[config.mk]
export PLATFORM = sky130hd
export DESIGN_NAME = acoustic_header_codec
export DESIGN_NICKNAME = d
export VERILOG_FILES = /design/src/hdl/hdr_fifo.v /design/src/hdl/acoustic_header_codec.v
export VERILOG_INCLUDE_DIRS = /design/src /design/src/inc
export SDC_FILE = /design/constraint.sdc
export NUM_CORES = 1
export LEC_CHECK = 0
export BUFFER_PORTS_ARGS = -buffer_cell sky130_fd_sc_hd__buf_2
export CORE_MARGIN = 2
export CORE_UTILIZATION = 45
export DETAILED_ROUTE_END_ITERATION = 7
export PLACE_DENSITY = 0.69
export SETUP_SLACK_MARGIN = 0.3
export SLEW_MARGIN = 5
export SYNTH_ARGS = -nofsm -noshare
export SYNTH_HDL_FRONTEND = slang
export SYNTH_HIERARCHICAL = 1
export SYNTH_SLANG_ARGS = --single-unit
[constraint.sdc]
create_clock -name i_clk -period 2.65 [get_ports i_clk]
set_input_delay 0.265 -clock i_clk [delete_from_list [all_inputs] [get_ports i_clk]]
set_output_delay 0.265 -clock i_clk [all_outputs]
set_load 0.1 [all_outputs]
[src/inc/acoustic_header_codec_defines.vh]
// Purpose: Constants for the acoustic packet header codec.
// Assumes: Byte 0 of the header is sent first, low field bits first.
// Notes: CRC polynomial and seed are free choices shared by both paths.
`ifndef ACOUSTIC_HEADER_CODEC_DEFINES_VH
`define ACOUSTIC_HEADER_CODEC_DEFINES_VH
`define HDR_BYTES 4'h8
`define HDR_LAST_IDX 3'h7
`define MSG_DATA 8'h00
`define MSG_RANGE_RESP 8'h80
`define MSG_RANGE_REQ 8'h81
`define MSG_STATUS 8'h82
`define NODE_MAX_ID 8'hfe
`define NODE_BROADCAST 8'hff
`define LEN_WIDTH 10
`define LEN_MAX_PLAIN 10'h100
`define FRAME_BYTES 8'hff
`define MOD_FSK_80 5'h00
`define MOD_PSK_5120 5'h01
`define MOD_PSK_2560 5'h02
`define MOD_PSK_1280 5'h03
`define MOD_PSK_640 5'h04
`define MOD_PSK_10240 5'h05
`define CRC_POLY 8'h07
`define CRC_INIT 8'h00
`define RESERVED_TX 8'h00
`endif

[src/hdl/hdr_fifo.v]
// Purpose: Small synchronous FIFO for payload bytes.
// Assumes: One clock, writes and reads with valid and ready.
// Notes: Depth must be a power of two.
`timescale 1ns/1ps
module hdr_fifo #(
    parameter WIDTH = 8,
    parameter DEPTH = 4,
    parameter AW = 2
) (
    input wire i_clk,
    input wire i_rst_b,
    input wire i_in_valid,
    output wire o_in_ready,
    input wire [WIDTH-1:0] i_in_data,
    output wire o_out_valid,
    input wire i_out_ready,
    output wire [WIDTH-1:0] o_out_data
);
    reg [WIDTH-1:0] mem [0:DEPTH-1];
    reg [AW:0] wr_reg;
    reg [AW:0] rd_reg;
    wire full = (wr_reg[AW] != rd_reg[AW]) && (wr_reg[AW-1:0] == rd_reg[AW-1:0]);
    wire empty = (wr_reg == rd_reg);
    assign o_in_ready = !full;
    assign o_out_valid = !empty;
    assign o_out_data = mem[rd_reg[AW-1:0]];
    always @(posedge i_clk) begin
        if (i_in_valid && !full) begin
            mem[wr_reg[AW-1:0]] <= i_in_data;
        end
    end
    always @(posedge i_clk or negedge i_rst_b) begin
        if (!i_rst_b) begin
            wr_reg <= {(AW+1){1'b0}};
            rd_reg <= {(AW+1){1'b0}};
        end else begin
            if (i_in_valid && !full) begin
                wr_reg <= wr_reg + 1'b1;
            end
            if (i_out_ready && !empty) begin
                rd_reg <= rd_reg + 1'b1;
            end
        end
    end
endmodule // hdr_fifo

[src/hdl/acoustic_header_codec.v]
// What this block does
// - Every packet starts with eight header bytes.
// - Byte 0 is the message type code.
// - Byte 1 is source node identifier.
// - Byte 2 is destination; 0xff broadcasts.
// - Byte 3 is Q8 transmit scale factor.
// - Descriptor is zero when no payload.
// - Byte 6 is reserved.
// - Byte 7 holds CRC over header.
// - Nonzero descriptor: payload follows with no gap.
// - Ten-bit length split over bytes 4 and 5.
// - Plain length never exceeds 256 bytes.
// - Byte 5 upper five bits select modulation.
// - Modulation codes zero to five defined.
// - Descriptor bit 10 flags streaming mode.
// - Streaming length counts 255-byte frames.
// - Device pads final partial streaming frame.
//
// Purpose: Builds and parses acoustic packet headers around a byte stream.
// Assumes: Modulator uses a valid/ready byte stream; demodulator bytes arrive with valid only, no ready.
// Notes: Payload passes through a FIFO on the transmit path.
`timescale 1ns/1ps
`include "acoustic_header_codec_defines.vh"
module acoustic_header_codec #(
    parameter FIFO_DEPTH = 4,
    parameter FIFO_AW = 2
) (
    input wire i_clk,
    input wire i_rst_b,
    input wire i_tx_start,
    output wire o_tx_ready,
    input wire [7:0] i_msg_type,
    input wire [7:0] i_source_node_id,
    input wire [7:0] i_dest_node_id,
    input wire [7:0] i_tx_scale_factor,
    input wire i_has_payload,
    input wire [9:0] i_payload_len,
    input wire i_stream,
    input wire [4:0] i_modulation,
    output wire o_tx_len_error,
    input wire i_pay_valid,
    output wire o_pay_ready,
    input wire [7:0] i_pay_data,
    input wire i_pay_last,
    output reg o_mod_valid,
    input wire i_mod_ready,
    output reg [7:0] o_mod_data,
    input wire i_dem_valid,
    input wire [7:0] i_dem_data,
    output reg o_rx_hdr_valid,
    output reg o_rx_crc_error,
    output reg [7:0] o_rx_msg_type,
    output reg [7:0] o_rx_source_node_id,
    output reg [7:0] o_rx_dest_node_id,
    output reg o_rx_broadcast,
    output reg [7:0] o_rx_tx_scale_factor,
    output reg [9:0] o_rx_payload_len,
    output reg o_rx_stream,
    output reg [4:0] o_rx_modulation,
    output reg o_rx_pay_valid,
    output reg [7:0] o_rx_pay_data
);
    localparam ST_IDLE = 2'd0;
    localparam ST_HDR = 2'd1;
    localparam ST_PAY = 2'd2;
    localparam ST_PAD = 2'd3;

    function [7:0] crc_byte;
        input [7:0] crc;
        input [7:0] data;
        integer k;
        reg [7:0] c;
        begin
            c = crc ^ data;
            for (k = 0; k < 8; k = k + 1) begin
                c = c[7] ? ((c << 1) ^ `CRC_POLY) : (c << 1);
            end
            crc_byte = c;
        end
    endfunction

    reg [1:0] state_reg;
    reg [2:0] idx_reg;
    reg [63:0] hdr_reg;
    reg [9:0] frames_reg;
    reg [7:0] fbyte_reg;
    reg [8:0] bytes_reg;
    reg stream_reg;
    reg [9:0] len_reg;

    wire fifo_valid;
    wire fifo_ready;
    wire [7:0] fifo_data;
    wire fifo_in_ready;
    reg last_seen_reg;

    hdr_fifo #(
        .WIDTH(8),
        .DEPTH(FIFO_DEPTH),
        .AW(FIFO_AW)
    ) u_fifo (
        .i_clk(i_clk),
        .i_rst_b(i_rst_b),
        .i_in_valid(i_pay_valid && state_reg != ST_IDLE),
        .o_in_ready(fifo_in_ready),
        .i_in_data(i_pay_data),
        .o_out_valid(fifo_valid),
        .i_out_ready(fifo_ready),
        .o_out_data(fifo_data)
    );
    assign o_pay_ready = fifo_in_ready && (state_reg != ST_IDLE);

    wire len_bad = i_has_payload && !i_stream && (i_payload_len > `LEN_MAX_PLAIN);
    assign o_tx_len_error = i_tx_start && len_bad;
    assign o_tx_ready = (state_reg == ST_IDLE);

    // Descriptor forced to zero when no payload follows.
    wire [15:0] desc = i_has_payload ?
        {i_modulation, i_stream, i_payload_len} : 16'h0000;
    wire [55:0] hdr_body = {`RESERVED_TX, desc, i_tx_scale_factor, i_dest_node_id,
        i_source_node_id, i_msg_type};

    wire beat = o_mod_valid && i_mod_ready;
    wire pay_take = (state_reg == ST_PAY) && (!o_mod_valid || i_mod_ready) && fifo_valid;
    assign fifo_ready = pay_take;
    // Output stage holds one byte; a new one is loaded when it empties.
    wire can_load = !o_mod_valid || i_mod_ready;
    wire pay_in_frame_done = stream_reg ? (fbyte_reg == `FRAME_BYTES - 8'h01) : 1'b0;

    always @(posedge i_clk or negedge i_rst_b) begin
        if (!i_rst_b) begin
            state_reg <= ST_IDLE;
            idx_reg <= 3'h0;
            hdr_reg <= 64'h0000_0000_0000_0000;
            frames_reg <= 10'h000;
            fbyte_reg <= 8'h00;
            bytes_reg <= 9'h000;
            stream_reg <= 1'b0;
            len_reg <= 10'h000;
            last_seen_reg <= 1'b0;
            o_mod_valid <= 1'b0;
            o_mod_data <= 8'h00;
        end else begin
            if (beat) begin
                o_mod_valid <= 1'b0;
            end
            if (i_pay_valid && o_pay_ready && i_pay_last) begin
                last_seen_reg <= 1'b1;
            end
            case (state_reg)
                ST_IDLE: begin
                    if (i_tx_start && !len_bad) begin
                        hdr_reg <= {crc_byte(crc_byte(crc_byte(crc_byte(crc_byte(
                            crc_byte(crc_byte(`CRC_INIT, hdr_body[7:0]), hdr_body[15:8]),
                            hdr_body[23:16]), hdr_body[31:24]), hdr_body[39:32]),
                            hdr_body[47:40]), hdr_body[55:48]), hdr_body};
                        idx_reg <= 3'h0;
                        stream_reg <= i_has_payload && i_stream;
                        len_reg <= i_has_payload ? i_payload_len : 10'h000;
                        frames_reg <= 10'h000;
                        fbyte_reg <= 8'h00;
                        bytes_reg <= 9'h000;
                        last_seen_reg <= 1'b0;
                        state_reg <= ST_HDR;
                    end
                end
                ST_HDR: begin
                    if (can_load) begin
                        o_mod_valid <= 1'b1;
                        o_mod_data <= hdr_reg[7:0];
                        hdr_reg <= {8'h00, hdr_reg[63:8]};
                        idx_reg <= idx_reg + 3'h1;
                        if (idx_reg == `HDR_LAST_IDX) begin
                            // Payload is queued at once behind the header.
                            state_reg <= (len_reg != 10'h000) ? ST_PAY : ST_IDLE;
                        end
                    end
                end
                ST_PAY: begin
                    if (pay_take) begin
                        o_mod_valid <= 1'b1;
                        o_mod_data <= fifo_data;
                        if (stream_reg) begin
                            fbyte_reg <= pay_in_frame_done ? 8'h00 : fbyte_reg + 8'h01;
                            if (pay_in_frame_done) begin
                                frames_reg <= frames_reg + 10'h001;
                                if (frames_reg + 10'h001 == len_reg) begin
                                    state_reg <= ST_IDLE;
                                end
                            end
                        end else begin
                            bytes_reg <= bytes_reg + 9'h001;
                            if ({1'b0, bytes_reg} + 10'h001 == len_reg) begin
                                state_reg <= ST_IDLE;
                            end
                        end
                    end else if (stream_reg && last_seen_reg
                            && !fifo_valid) begin
                        state_reg <= ST_PAD;
                    end
                end
                ST_PAD: begin
                    if (can_load) begin
                        o_mod_valid <= 1'b1;
                        o_mod_data <= 8'h00;
                        fbyte_reg <= pay_in_frame_done ? 8'h00 : fbyte_reg + 8'h01;
                        if (pay_in_frame_done) begin
                            frames_reg <= frames_reg + 10'h001;
                            state_reg <= (frames_reg + 10'h001 == len_reg) ? ST_IDLE : ST_PAD;
                        end
                    end
                end
                default: state_reg <= ST_IDLE;
            endcase
        end
    end

    // Receive side: parse header, check CRC, then pass payload bytes.
    reg [2:0] rx_idx_reg;
    reg [7:0] rx_crc_reg;
    reg [55:0] rx_hdr_reg;
    reg rx_pay_reg;
    reg rx_stream_reg;
    reg [9:0] rx_len_reg;
    reg [9:0] rx_frames_reg;
    reg [7:0] rx_fbyte_reg;
    wire rx_frame_end = rx_fbyte_reg == `FRAME_BYTES - 8'h01;
    wire [15:0] rx_desc = rx_hdr_reg[47:32];

    always @(posedge i_clk or negedge i_rst_b) begin
        if (!i_rst_b) begin
            rx_idx_reg <= 3'h0;
            rx_crc_reg <= `CRC_INIT;
            rx_hdr_reg <= 56'h00_0000_0000_0000;
            rx_pay_reg <= 1'b0;
            rx_stream_reg <= 1'b0;
            rx_len_reg <= 10'h000;
            rx_frames_reg <= 10'h000;
            rx_fbyte_reg <= 8'h00;
            o_rx_hdr_valid <= 1'b0;
            o_rx_crc_error <= 1'b0;
            o_rx_msg_type <= 8'h00;
            o_rx_source_node_id <= 8'h00;
            o_rx_dest_node_id <= 8'h00;
            o_rx_broadcast <= 1'b0;
            o_rx_tx_scale_factor <= 8'h00;
            o_rx_payload_len <= 10'h000;
            o_rx_stream <= 1'b0;
            o_rx_modulation <= 5'h00;
            o_rx_pay_valid <= 1'b0;
            o_rx_pay_data <= 8'h00;
        end else begin
            o_rx_hdr_valid <= 1'b0;
            o_rx_crc_error <= 1'b0;
            o_rx_pay_valid <= 1'b0;
            if (i_dem_valid && rx_pay_reg) begin
                o_rx_pay_valid <= 1'b1;
                o_rx_pay_data <= i_dem_data;
                if (rx_stream_reg) begin
                    rx_fbyte_reg <= rx_frame_end ? 8'h00 : rx_fbyte_reg + 8'h01;
                    if (rx_frame_end) begin
                        rx_frames_reg <= rx_frames_reg + 10'h001;
                        rx_pay_reg <= (rx_frames_reg + 10'h001 != rx_len_reg);
                    end
                end else begin
                    rx_len_reg <= rx_len_reg - 10'h001;
                    rx_pay_reg <= (rx_len_reg != 10'h001);
                end
            end else if (i_dem_valid) begin
                rx_idx_reg <= rx_idx_reg + 3'h1;
                rx_crc_reg <= crc_byte(rx_crc_reg, i_dem_data);
                rx_hdr_reg <= {i_dem_data, rx_hdr_reg[55:8]};
                if (rx_idx_reg == `HDR_LAST_IDX) begin
                    rx_crc_reg <= `CRC_INIT;
                    if (rx_crc_reg != i_dem_data) begin
                        o_rx_crc_error <= 1'b1;
                    end else begin
                        o_rx_hdr_valid <= 1'b1;
                        o_rx_msg_type <= rx_hdr_reg[7:0];
                        o_rx_source_node_id <= rx_hdr_reg[15:8];
                        o_rx_dest_node_id <= rx_hdr_reg[23:16];
                        o_rx_broadcast <= rx_hdr_reg[23:16] == `NODE_BROADCAST;
                        o_rx_tx_scale_factor <= rx_hdr_reg[31:24];
                        o_rx_payload_len <= rx_desc[9:0];
                        o_rx_stream <= rx_desc[10];
                        o_rx_modulation <= rx_desc[15:11];
                        // Reserved byte rx_hdr_reg[55:48] is not used.
                        rx_stream_reg <= rx_desc[10];
                        rx_len_reg <= rx_desc[9:0];
                        rx_frames_reg <= 10'h000;
                        rx_fbyte_reg <= 8'h00;
                        rx_pay_reg <= rx_desc[9:0] != 10'h000;
                    end
                end
            end
        end
    end
endmodule // acoustic_header_codec

### Yosys cells after proc, flatten, opt, wreduce, memory -nomap -nowiden

Memory sizes are Yosys's and may differ from the RTL's.
Cells that the tools add are included.

* add/sub/neg operators: 11
* $lt $le $gt $ge: 1
* equal/unequal tests: 33
* muxes and demuxes: 149
* bitwise logic cells: 72
* reductions and logical operators: 47

Operators with widths (number)
* $mux W3: 66
* $not A3 Y3: 64
* $mux W10: 17
* $mux W64: 2
* $pmux W64 S2: 1
* $mux W8: 15
* $pmux W8 S3: 2
* $xor A8 B8 Y8: 6
* $pmux W10 S3: 1
* $mux W9: 3
* $mux W2: 13
* $eq A8 B8 Y1 const B: 3
* $mux W1: 24
* $reduce_and A4 Y1: 6
* $add A10 B1 Y10 const B: 2
* $eq A10 B10 Y1: 2
* $ne A2 B2 Y1 const B: 10
* $reduce_bool A10 Y1: 2
* $logic_and A1 B1 Y1: 18
* $pmux W9 S2: 1
* $add A8 B1 Y8 const B: 2
* $mux W16: 1
* $add A3 B1 Y3 const B: 4
* $ne A4 B4 Y1 const B: 3
* 30 further kinds: 45

* register bits after elaboration: 279
* bits in writable memories: 32
* bits of input ports: 72
* output and inout port bits: 72
* word-level logic and storage cells: 346
* memories: 1

Memories
* u_fifo.mem: words 4, width 8, read ports 1, clocked after memory_dff 0, write ports 1, line hdr_fifo.v:19 `reg [WIDTH-1:0] mem [0:DEPTH-1];`

### Longest topological paths before layout

Gate-level depths: netlist (run 1).

* depth after elaboration: 119
* mapped depth: 11
* gate-level depth less buffers: 11

### Modules after synthesis

Netlist (run 1), hierarchy kept.

By module, submodules not included
* acoustic_header_codec: instances 1, cells an instance 1571, area an instance 14151.1 um^2, seq. area each 6831.6 um^2
* hdr_fifo: instances 1, cells an instance 88, area an instance 1631.6 um^2, seq. area each 1111.1 um^2

### Worst setup path after synthesis (run 1)

No wires, ideal clock.

* path type: flip-flop to flip-flop
* from: register state_reg[0]
* to: register fbyte_reg[4]
* library setup time: 78 ps
* arrival time: 3356 ps
* required time: 2572 ps
* setup slack: -785 ps
* stages on the path, launching flop included: 8
* path buffers: 1
* period minus slack after synthesis: 3435 ps
* path through: dfrtp_1 > clkbuf_1 > nor2_1 > nand3_1 > o21a_1 > nand2b_1 > or3_1 > a21oi_1

* elaborated cells on any way between the ends: 12
* classes of those cells: 6 x eq/ne; 1 x mux; 5 x reduce/logical

RTL lines
* from (decl): line acoustic_header_codec.v:82 `reg [1:0] state_reg;`
* from (signal assigned): line acoustic_header_codec.v:175 `state_reg <= (len_reg != 10'h000) ? ST_PAY : ST_IDLE;`
* from (signal assigned): line acoustic_header_codec.v:209 `state_reg <= (frames_reg + 10'h001 == len_reg) ? ST_IDLE : ST_PAD;`
* $logic_not A2 Y1 (*)
* via o_tx_ready: line acoustic_header_codec.v:31 `output wire o_tx_ready,`
* $ne A2 B1 Y1 (no source line) or $reduce_bool A3 Y1 (tied branches)
* $reduce_and A5 Y1 (no source line)
* to (signal assigned): line acoustic_header_codec.v:184 `fbyte_reg <= pay_in_frame_done ? 8'h00 : fbyte_reg + 8'h01;`
* to (signal assigned): line acoustic_header_codec.v:206 `fbyte_reg <= pay_in_frame_done ? 8'h00 : fbyte_reg + 8'h01;`
* to (decl): line acoustic_header_codec.v:86 `reg [7:0] fbyte_reg;`

The timed path passes the listed nets; every way through them passes the cells marked *.
A chain may end at the register's enable or synchronous reset.

### Worst setup path after layout (run 1)

* from: input port i_msg_type[7]
* to: register hdr_reg[57]

* cells in the longest elaborated chain, start to end: 41
* elaborated cells on any way between the ends: 93
* classes of those cells: 48 x mux; 45 x bitwise

Ends and longest elaborated chain
* from (decl): line acoustic_header_codec.v:32 `input wire [7:0] i_msg_type,`
* $mux W3 (*): line acoustic_header_codec.v:76 `` c = c[7] ? ((c << 1) ^ `CRC_POLY) : (c << 1); ``
* $mux W3 or $not A3 Y3 (tied branches)
* $not A3 Y3 (no source line) or $mux W3 (tied branches)
* $mux W3 or $not A3 Y3 (tied branches)
* $xor A8 B8 Y8 (*): line acoustic_header_codec.v:74 `c = crc ^ data;`
* $not A3 Y3 (no source line) or $xor A8 B8 Y8 (tied branches)
* $mux W3: line acoustic_header_codec.v:76
* $mux W3 or $not A3 Y3 (tied branches)
* (+25 left out)
* $mux W3 or $not A3 Y3 (tied branches)
* $not A3 Y3 (no source line) or $mux W3 (tied branches)
* $mux W3: line acoustic_header_codec.v:76
* $mux W3 or $not A3 Y3 (tied branches)
* $not A3 Y3 (no source line) or $mux W3 (tied branches)
* $mux W3 (*): line acoustic_header_codec.v:76
* $mux W64 (*): line acoustic_header_codec.v:152 `if (i_tx_start && !len_bad) begin`
* $pmux W64 S2 (*): line acoustic_header_codec.v:150 `case (state_reg)`
* to (signal assigned): line acoustic_header_codec.v:153 `hdr_reg <= {crc_byte(crc_byte(crc_byte(crc_byte(crc_byte(`
* to (signal assigned): line acoustic_header_codec.v:171 `hdr_reg <= {8'h00, hdr_reg[63:8]};`
* to (decl): line acoustic_header_codec.v:84 `reg [63:0] hdr_reg;`

Every way passes the cells marked *; elsewhere a longest branch is shown, timed or not. The select of a mux whose other input is x is not followed.

==> results.md, run 1 <==
- Total power: ~27 mW
- Max IR drop VDD: 1.65 mV
- Final setup vio count: 0
- Routed len/inst: 16.3 um
- Starting Density: 0.457
- R2R Setup Slk: 320 ps
- Cells after DPL: about 2,300
- # IOs: between 100 and 150
- Layout net count: roughly 2,000
- Total CTS buffers: 35
- Slew Limit Fails: 0
- RSZ-0062 raised after global routing: yes
- CTS tree: done
- Asr flop ratio synth: 0.897
- Post-route minimum period: 2470 ps
- GRT Overall Usage: 0.218
- R2R depth: 8
- Top cell type's share of synthesized area: 0.442
- Switching part of the total power: 0.404
- Logic pwr share: 0.538
- Num rows: just under 70
- Max Fclk: approximately 400 MHz
- Max reg flops: 64
- Max_cap viols: 0
- Filler cells: 2,966
- Most frequently used flop master after synthesis: dfrtp_1
- RePlAce Congestion: about 0.86
- R2R Path Start: rx_frames_reg[0]
- Post-Synthesis Cells: ~1,700
- Largest net degree at the start of global routing: 65
- Setup Crit Path Kind: input pin to flip-flop
- Pwr dens: about 1400 nW/um^2
- Iteration-0 DRC count of the detailed router: 926
- Core area: 34,500 sq um
- Post-Synth Simple-Gate Area: 0.196
- Worst slew pin tran: 919 ps
- Synth Area in XOR/XNOR: 0.135
- Leading cell types by total area after synthesis: dfrtp_1, nand2_1, edfxtp_1
- Netlist cell types: between 50 and 60
- CTS Root Cell: clkbuf_16
- Post-DP Area: 17,800 sq um
- Hold EP: o_rx_pay_data[3]
- Outcome: finished clean
- Pre-antenna DRT Iters: 5
- P_sw: 10.7 mW
- Flops & latches, synth: slightly above 300
- First-pass GRT wire length: 64.2 mm
- Post-synth EDFFs: 32
- Maximum root-to-sink buffer count: 3
- Layout cells sized above 1: 0.211
- Crit path max fanout: 3
- Gr ovfl total: 0
- # diodes: 0
- Post-route DRC: 0
- FF-to-FF End: rx_pay_reg
- Sequential fraction of the synthesis area: 0.503
- Clock Power Share: 0.176
- Worst Setup End Kind: flip-flop
- Clk slew on worst S/H paths: 60 ps
- Internal: 15.8 mW
- DR vias/cell: 5.22
- Adder-cell share of the synthesized area: 0.0166
- Number of global-route vias before repair: roughly 12,000
- Post-synthesis mux area share: 0.0354
- Synthesized Nets: 1,752
- Required time of the critical path: approximately 3000 ps
- Seq pwr share: 0.287
- Antenna violations before repair: 2
- Fraction of the mapped netlist area in compound gates: 0.0898
- CTS Sinks: 311
- CP arrival: 2860 ps
- CTS H-Tree Depth: 2
- Die area: around 37,000 sq um
- Critical path startpoint category: input pin
- Routed Antenna Nets: 0
- Cell accounting for the most synthesized area: dfrtp_1
- Most frequent cell after synthesis: nand2_1
- Tightest Hold Check Type: input pin to flip-flop
- Die height: 191 um
- Post-route insts no fill: 2,377
- Final hold vios: 0
- P_leak: 9.49 nW
- Design Area, Final: 19,500 sq um
- Setup TNS: 0 ps
- Via count: 12,400
- Port buffer count: 143
- Layout area overhead: 23.8%
- Total Routed Length: 38.7 mm
- Clk Latency, worst-skew pair: 530 ps
- Post-route clock skew: 20.9 ps
- Final HPWL DP: 27.1 mm
- Leading cell types by count after synthesis: nand2_1, dfrtp_1, o21ai_0
- Min-delay src: i_dem_data[3]
- Synth Area per Inst: 9.51 sq um
- Synthesized area: 15,800 sq um
- Die width: 191 um
- Ys Warns: 6
- Largest family of logic cells by synthesized area: simple AND/OR/NAND/NOR gates
- Cells on Worst Hold Path: 3
- Worst slew margin: 0.385
- Final period util: 0.932
==> metal layers <==
metal / track usage / vias up / part of all wire
met1: 0.293 / 6023 / 0.44
li1: - / 6017 / -
met3: 0.0351 / 72 / 0.049
met4: 0.0612 / 4 / 0.024
met2: 0.367 / 291 / 0.48
met5: 0 / - / 0.00054
==> critical path, stage by stage <==
cell and delay, ps:
buf_4 130, buf_6 110, xnor3_2 400, buf_6 140, xnor3_1 240, xnor2_2 120, xnor3_2 500, buf_4 180
xnor2_2 250, buf_4 190, xnor2_1 130, xnor2_1 140, o21ai_1 80
==> cell usage in the layout, fill, tap and decap left out, types with 35 or more instances in the layout <==
cell type and instances:
buf_2 133, buf_4 119, nand2_1 519, mux2i_1 36, a21oi_1 61, xor2_1 45, dfrtp_1 275, clkbuf_16 35
xnor2_1 85, o21ai_0 127, nand3_1 41, nor2_1 69
==> cell families (layout without fill, tap and decap cells) <==
logic type,Yosys count,in the layout
DFF,311,311
AOI/OAI and AO/OA,254,254
muxes,44,44
and+or+nand+nor,741,741
buffers and inverters,95,358
xor gates and xnor gates,193,193
adders and majority gates,21,21
==> area by class of cell <==
type	count	area (sq um)	area share
clock inverters	11	120	0.00615
multi-input cells	1253	7890	0.404
repair buffers	285	1980	0.101
flip-flops and latches	311	7950	0.407
inverters	14	56.3	0.00288
clock buffers	48	975	0.0499
well taps	455	569	0.0291
==> power by group through the flow <==
stage | combinational [mW] | clock (mW) | sequential (mW)
2_1_floorplan | 8.82 | 0 | 8.14
3_3_place_gp | 12.5 | 0 | 7.59
3_5_place_dp | 12.8 | 0 | 7.63
4_1_cts | 14.0 | 4.75 | 7.58
5_1_grt | 15.7 | 4.97 | 7.80
6_report | 14.3 | 4.67 | 7.62
==> per-stage QoR <==
step / setup WS (ps) / util / hold slack (ps)
2_1_floorplan: -110 / - / -30.6
3_3_place_gp: -326 / 0.514 / 270
3_5_place_dp: -430 / 0.514 / 266
4_1_cts: 187 / 0.558 / 3.83
5_1_grt: 78.0 / 0.565 / 14.4
6_report: 181 / 0.565 / 21.4
==> how the worst max path moves through the flow <==
stage / slack [ps] / end / start / depth (start not counted)
after global placement: -330 / hdr_reg[58] / i_msg_type[1] / 9
final: 180 / hdr_reg[57] / i_msg_type[7] / 13
after detailed placement: -430 / hdr_reg[58] / i_msg_type[5] / 10
after global routing: 80 / hdr_reg[58] / i_msg_type[6] / 10
after CTS: 190 / hdr_reg[58] / i_msg_type[6] / 10
after floorplan: -110 / hdr_reg[58] / i_msg_type[6] / 9
==> repair_timing <==
action / in CTS / in global routing
hold buffers: 13 / 0
endpoints found under the setup margin: 75 / 52
buffers inserted: 12 / 9
resized for setup: 43 / 40
pin swaps: 13 / 18
hold endpoints to repair: 96 / 0
(Power assumes the default switching activity.)
==> inputs of run 2 (changes only) <==
--- a/config.mk
+++ b/config.mk
@@ -7,10 +7,13 @@
 export NUM_CORES = 1
 export LEC_CHECK = 0
 export BUFFER_PORTS_ARGS = -buffer_cell sky130_fd_sc_hd__buf_2
+export CELL_PAD_IN_SITES_DETAIL_PLACEMENT = 1
+export CELL_PAD_IN_SITES_GLOBAL_PLACEMENT = 1
+export CORE_ASPECT_RATIO = 1.25
 export CORE_MARGIN = 2
-export CORE_UTILIZATION = 45
+export CORE_UTILIZATION = 47
 export DETAILED_ROUTE_END_ITERATION = 7
-export PLACE_DENSITY = 0.69
+export PLACE_DENSITY = 0.87
 export SETUP_SLACK_MARGIN = 0.3
 export SLEW_MARGIN = 5
 export SYNTH_ARGS = -nofsm -noshare
==> run 2 against run 1 <==
The run now ends with setup timing left; utilization increased by 3.4 points; global-route usage increased by 10 points; sequential share of layout area decreased by 0.86 points; via count increased by 15%; register-to-register slack got worse by 180 ps; setup slack got worse by 610 ps; sequential power increased by 3.1%; sequential cell count unchanged; wire length increased by 60%; final cell count decreased by 0.84%; design area increased by 2.2%.
==> results.md, run 2 (same netlist as run 1, synthesis figures left out) <==
- Die width: 168 um (was 191 um)
- Max IR drop VDD: 1.08 mV (was 1.65 mV)
- Failing checks: setup timing
- Final Core Density: 0.599 (was 0.565)
- GRT Overall Usage: 0.319 (was 0.218)
- Crit path max fanout: 5 (was 3)
- Worst Setup End Kind: flip-flop (unchanged)
- Total CTS buffers: 34 (was 35)
- Cells after DPL: 2,249 (was 2,284)
- Max reg flops: 64 (unchanged)
- RePlAce Congestion: 0.868 (was 0.862)
- Setup Crit Path Kind: input pin to flip-flop (unchanged)
- Iteration-0 DRC count of the detailed router: 1,136 (was 926)
- Routed Antenna Nets: 0 (unchanged)
- Largest net degree at the start of global routing: 75 (was 65)
- CP arrival: 3520 ps (was 2860 ps)
- Clk slew on worst S/H paths: 60 ps (about the same)
- Gr ovfl total: 0 (unchanged)
- Post-route insts no fill: 2,357 (was 2,377)
- Worst slew pin tran: 798 ps (was 919 ps)
- Outcome: complete, but fails checks (was finished clean)
- Post-route DRC: 0 (unchanged)
- Total Routed Length: 61.8 mm (was 38.7 mm)
- Layout net count: 2,003 (was 1,993)
- Pre-antenna DRT Iters: 5 (unchanged)
- Design Area, Final: 20,000 sq um (was 19,500 sq um)
- Starting Density: 0.474 (was 0.457)
- Max_cap viols: 0 (unchanged)
- Post-route minimum period: 3080 ps (was 2470 ps)
- DR vias/cell: 6.07 (was 5.22)
- # IOs: 144 (unchanged)
- Port buffer count: 143 (unchanged)
- Num rows: 75 (was 68)
- CTS tree: done (unchanged)
- Final period util: 1.16 (was 0.932)
- Filler cells: 3,643 (was 2,966)
- Post-route clock skew: 33.9 ps (was 20.9 ps)
- Via count: 14,300 (was 12,400)
- Critical path startpoint category: input pin (unchanged)
- Final hold vios: 0 (unchanged)
- Layout cells sized above 1: 0.232 (was 0.211)
- Clk Latency, worst-skew pair: 540 ps (was 530 ps)
- Multi-input logic area: 8170 sq um (was 7890 sq um)
- First-pass GRT wire length: 86.5 mm (was 64.2 mm)
- CTS Sinks: 311 (unchanged)
- Setup TNS: -2540 ps (was 0 ps)
- Die area: 35,100 sq um (was 36,600 sq um)
- Final HPWL DP: 33.9 mm (was 27.1 mm)
- Die height: 209 um (was 191 um)
- Number of global-route vias before repair: 15,100 (was 12,500)
- Max Fclk: 325 MHz (was 405 MHz)
- CTS H-Tree Depth: 2 (unchanged)
- Post-DP Area: 17,700 sq um (was 17,800 sq um)
- Most frequent cells in the layout: nand2_1, dfrtp_1, buf_2 (unchanged)
- Commonest non-fill, non-tap cell in the layout: nand2_1 (unchanged)
- Maximum root-to-sink buffer count: 3 (unchanged)
- Worst slew margin: 0.453 (was 0.385)
- Core area: 33,300 sq um (was 34,500 sq um)
- Hold slack: 42.5 ps (was 21.4 ps)
- Final setup vio count: 8 (was 0)
- Layout area overhead: 26.4% (was 23.8%)
- Register area: 7950 sq um (unchanged)
- Tightest Hold Check Type: input pin to flip-flop (unchanged)
- Slew Limit Fails: 0 (unchanged)
- Required time of the critical path: 3100 ps (was 3040 ps)
- Routed len/inst: 26.2 um (was 16.3 um)
- Pwr dens: 1570 nW/um^2 (was 1360 nW/um^2)
- RSZ-0062 raised after global routing: yes (unchanged)
- CTS Root Cell: clkbuf_16 (unchanged)
- P_leak: 9.67 nW (was 9.49 nW)
- Worst setup margin: -427 ps (was 181 ps)
- Antenna violations before repair: 2 (unchanged)
[run 2: changes by cell type in the layout (fill, tap and decap cells not counted), moves of 4 or more]
cell / delta
o21ai_0: -6
xnor3_1: -5
buf_6: +9
nand3_2: +4
xnor2_4: +11
xnor3_2: +5
clkinv_2: +4
xnor2_1: -8
[run 2: per-layer routing]
| metal | wire length (um) | GRT usage | share of wire |
|---|---|---|---|
| met1 | 21200 | 0.349 | 0.34 |
| met2 | 31000 | 0.575 | 0.50 |
| met3 | 4070 | 0.0468 | 0.066 |
| met4 | 5600 | 0.212 | 0.091 |
| met5 | 8 | 0 | 0.00013 |
[run 2: final timing paths]
check | startpoint | to | slack (ps) | cells past startpoint
setup / recovery | i_msg_type[3] | hdr_reg[58] | -430 | 12
hold / removal | i_dem_data[1] | rx_hdr_reg[49] | 40 | 3
setup reg to reg | state_reg[0] | hdr_reg[2] | 140 | 4
hold reg to reg | o_rx_modulation[4] | o_rx_modulation[4] | 470 | 2
max in group asynchronous | i_rst_b | bytes_reg[1] | 1540 | 3
min in group asynchronous | i_rst_b | rx_crc_reg[1] | 340 | 2
[run 2: area by class of cell]
cell class | count | share of cell area
sequential | 311 | 0.398
inverter | 14 | 0.00282
tap | 423 | 0.0265
timing repair buffer | 294 | 0.107
clock buffer | 45 | 0.0483
antenna | 1 | 0.000125
clock inverter | 14 | 0.00734
multi-input combinational | 1255 | 0.409
[run 2: repair_timing]
| action | in CTS | in global routing |
|---|---|---|
| gates resized for setup | 80 | 69 |
| setup endpoints to repair | 57 | 112 |
| hold buffers | 11 | 0 |
| pin swaps | 26 | 33 |
| hold endpoints to repair | 105 | 0 |
| buffers inserted | 12 | 22 |
| gates cloned | 2 | 1 |
[run 2: worst max-delay path, stage by stage]
cell and delay [ps]:
buf_12 110, buf_4 130, buf_4 130, xnor2_1 330, xnor3_2 420, xnor3_2 430
xnor3_1 290, xor2_2 240, xnor3_2 420, xor2_4 290, xnor3_1 290, o21ai_2 160
[run 2: power breakdown]
part	switching (mW)	total (mW)	internal, mW
Combinational	11.0	18.6	7.63
Sequential	1.60	7.86	6.27
Clock	2.03	4.87	2.85
[run 2: stage by stage]
stage	setup WS, ps	total power [mW]
after detailed placement	-645	21.3
final	-427	31.4
after floorplan	-110	17.0
after global routing	-398	32.3
after CTS	128	27.9
after global placement	-328	20.2
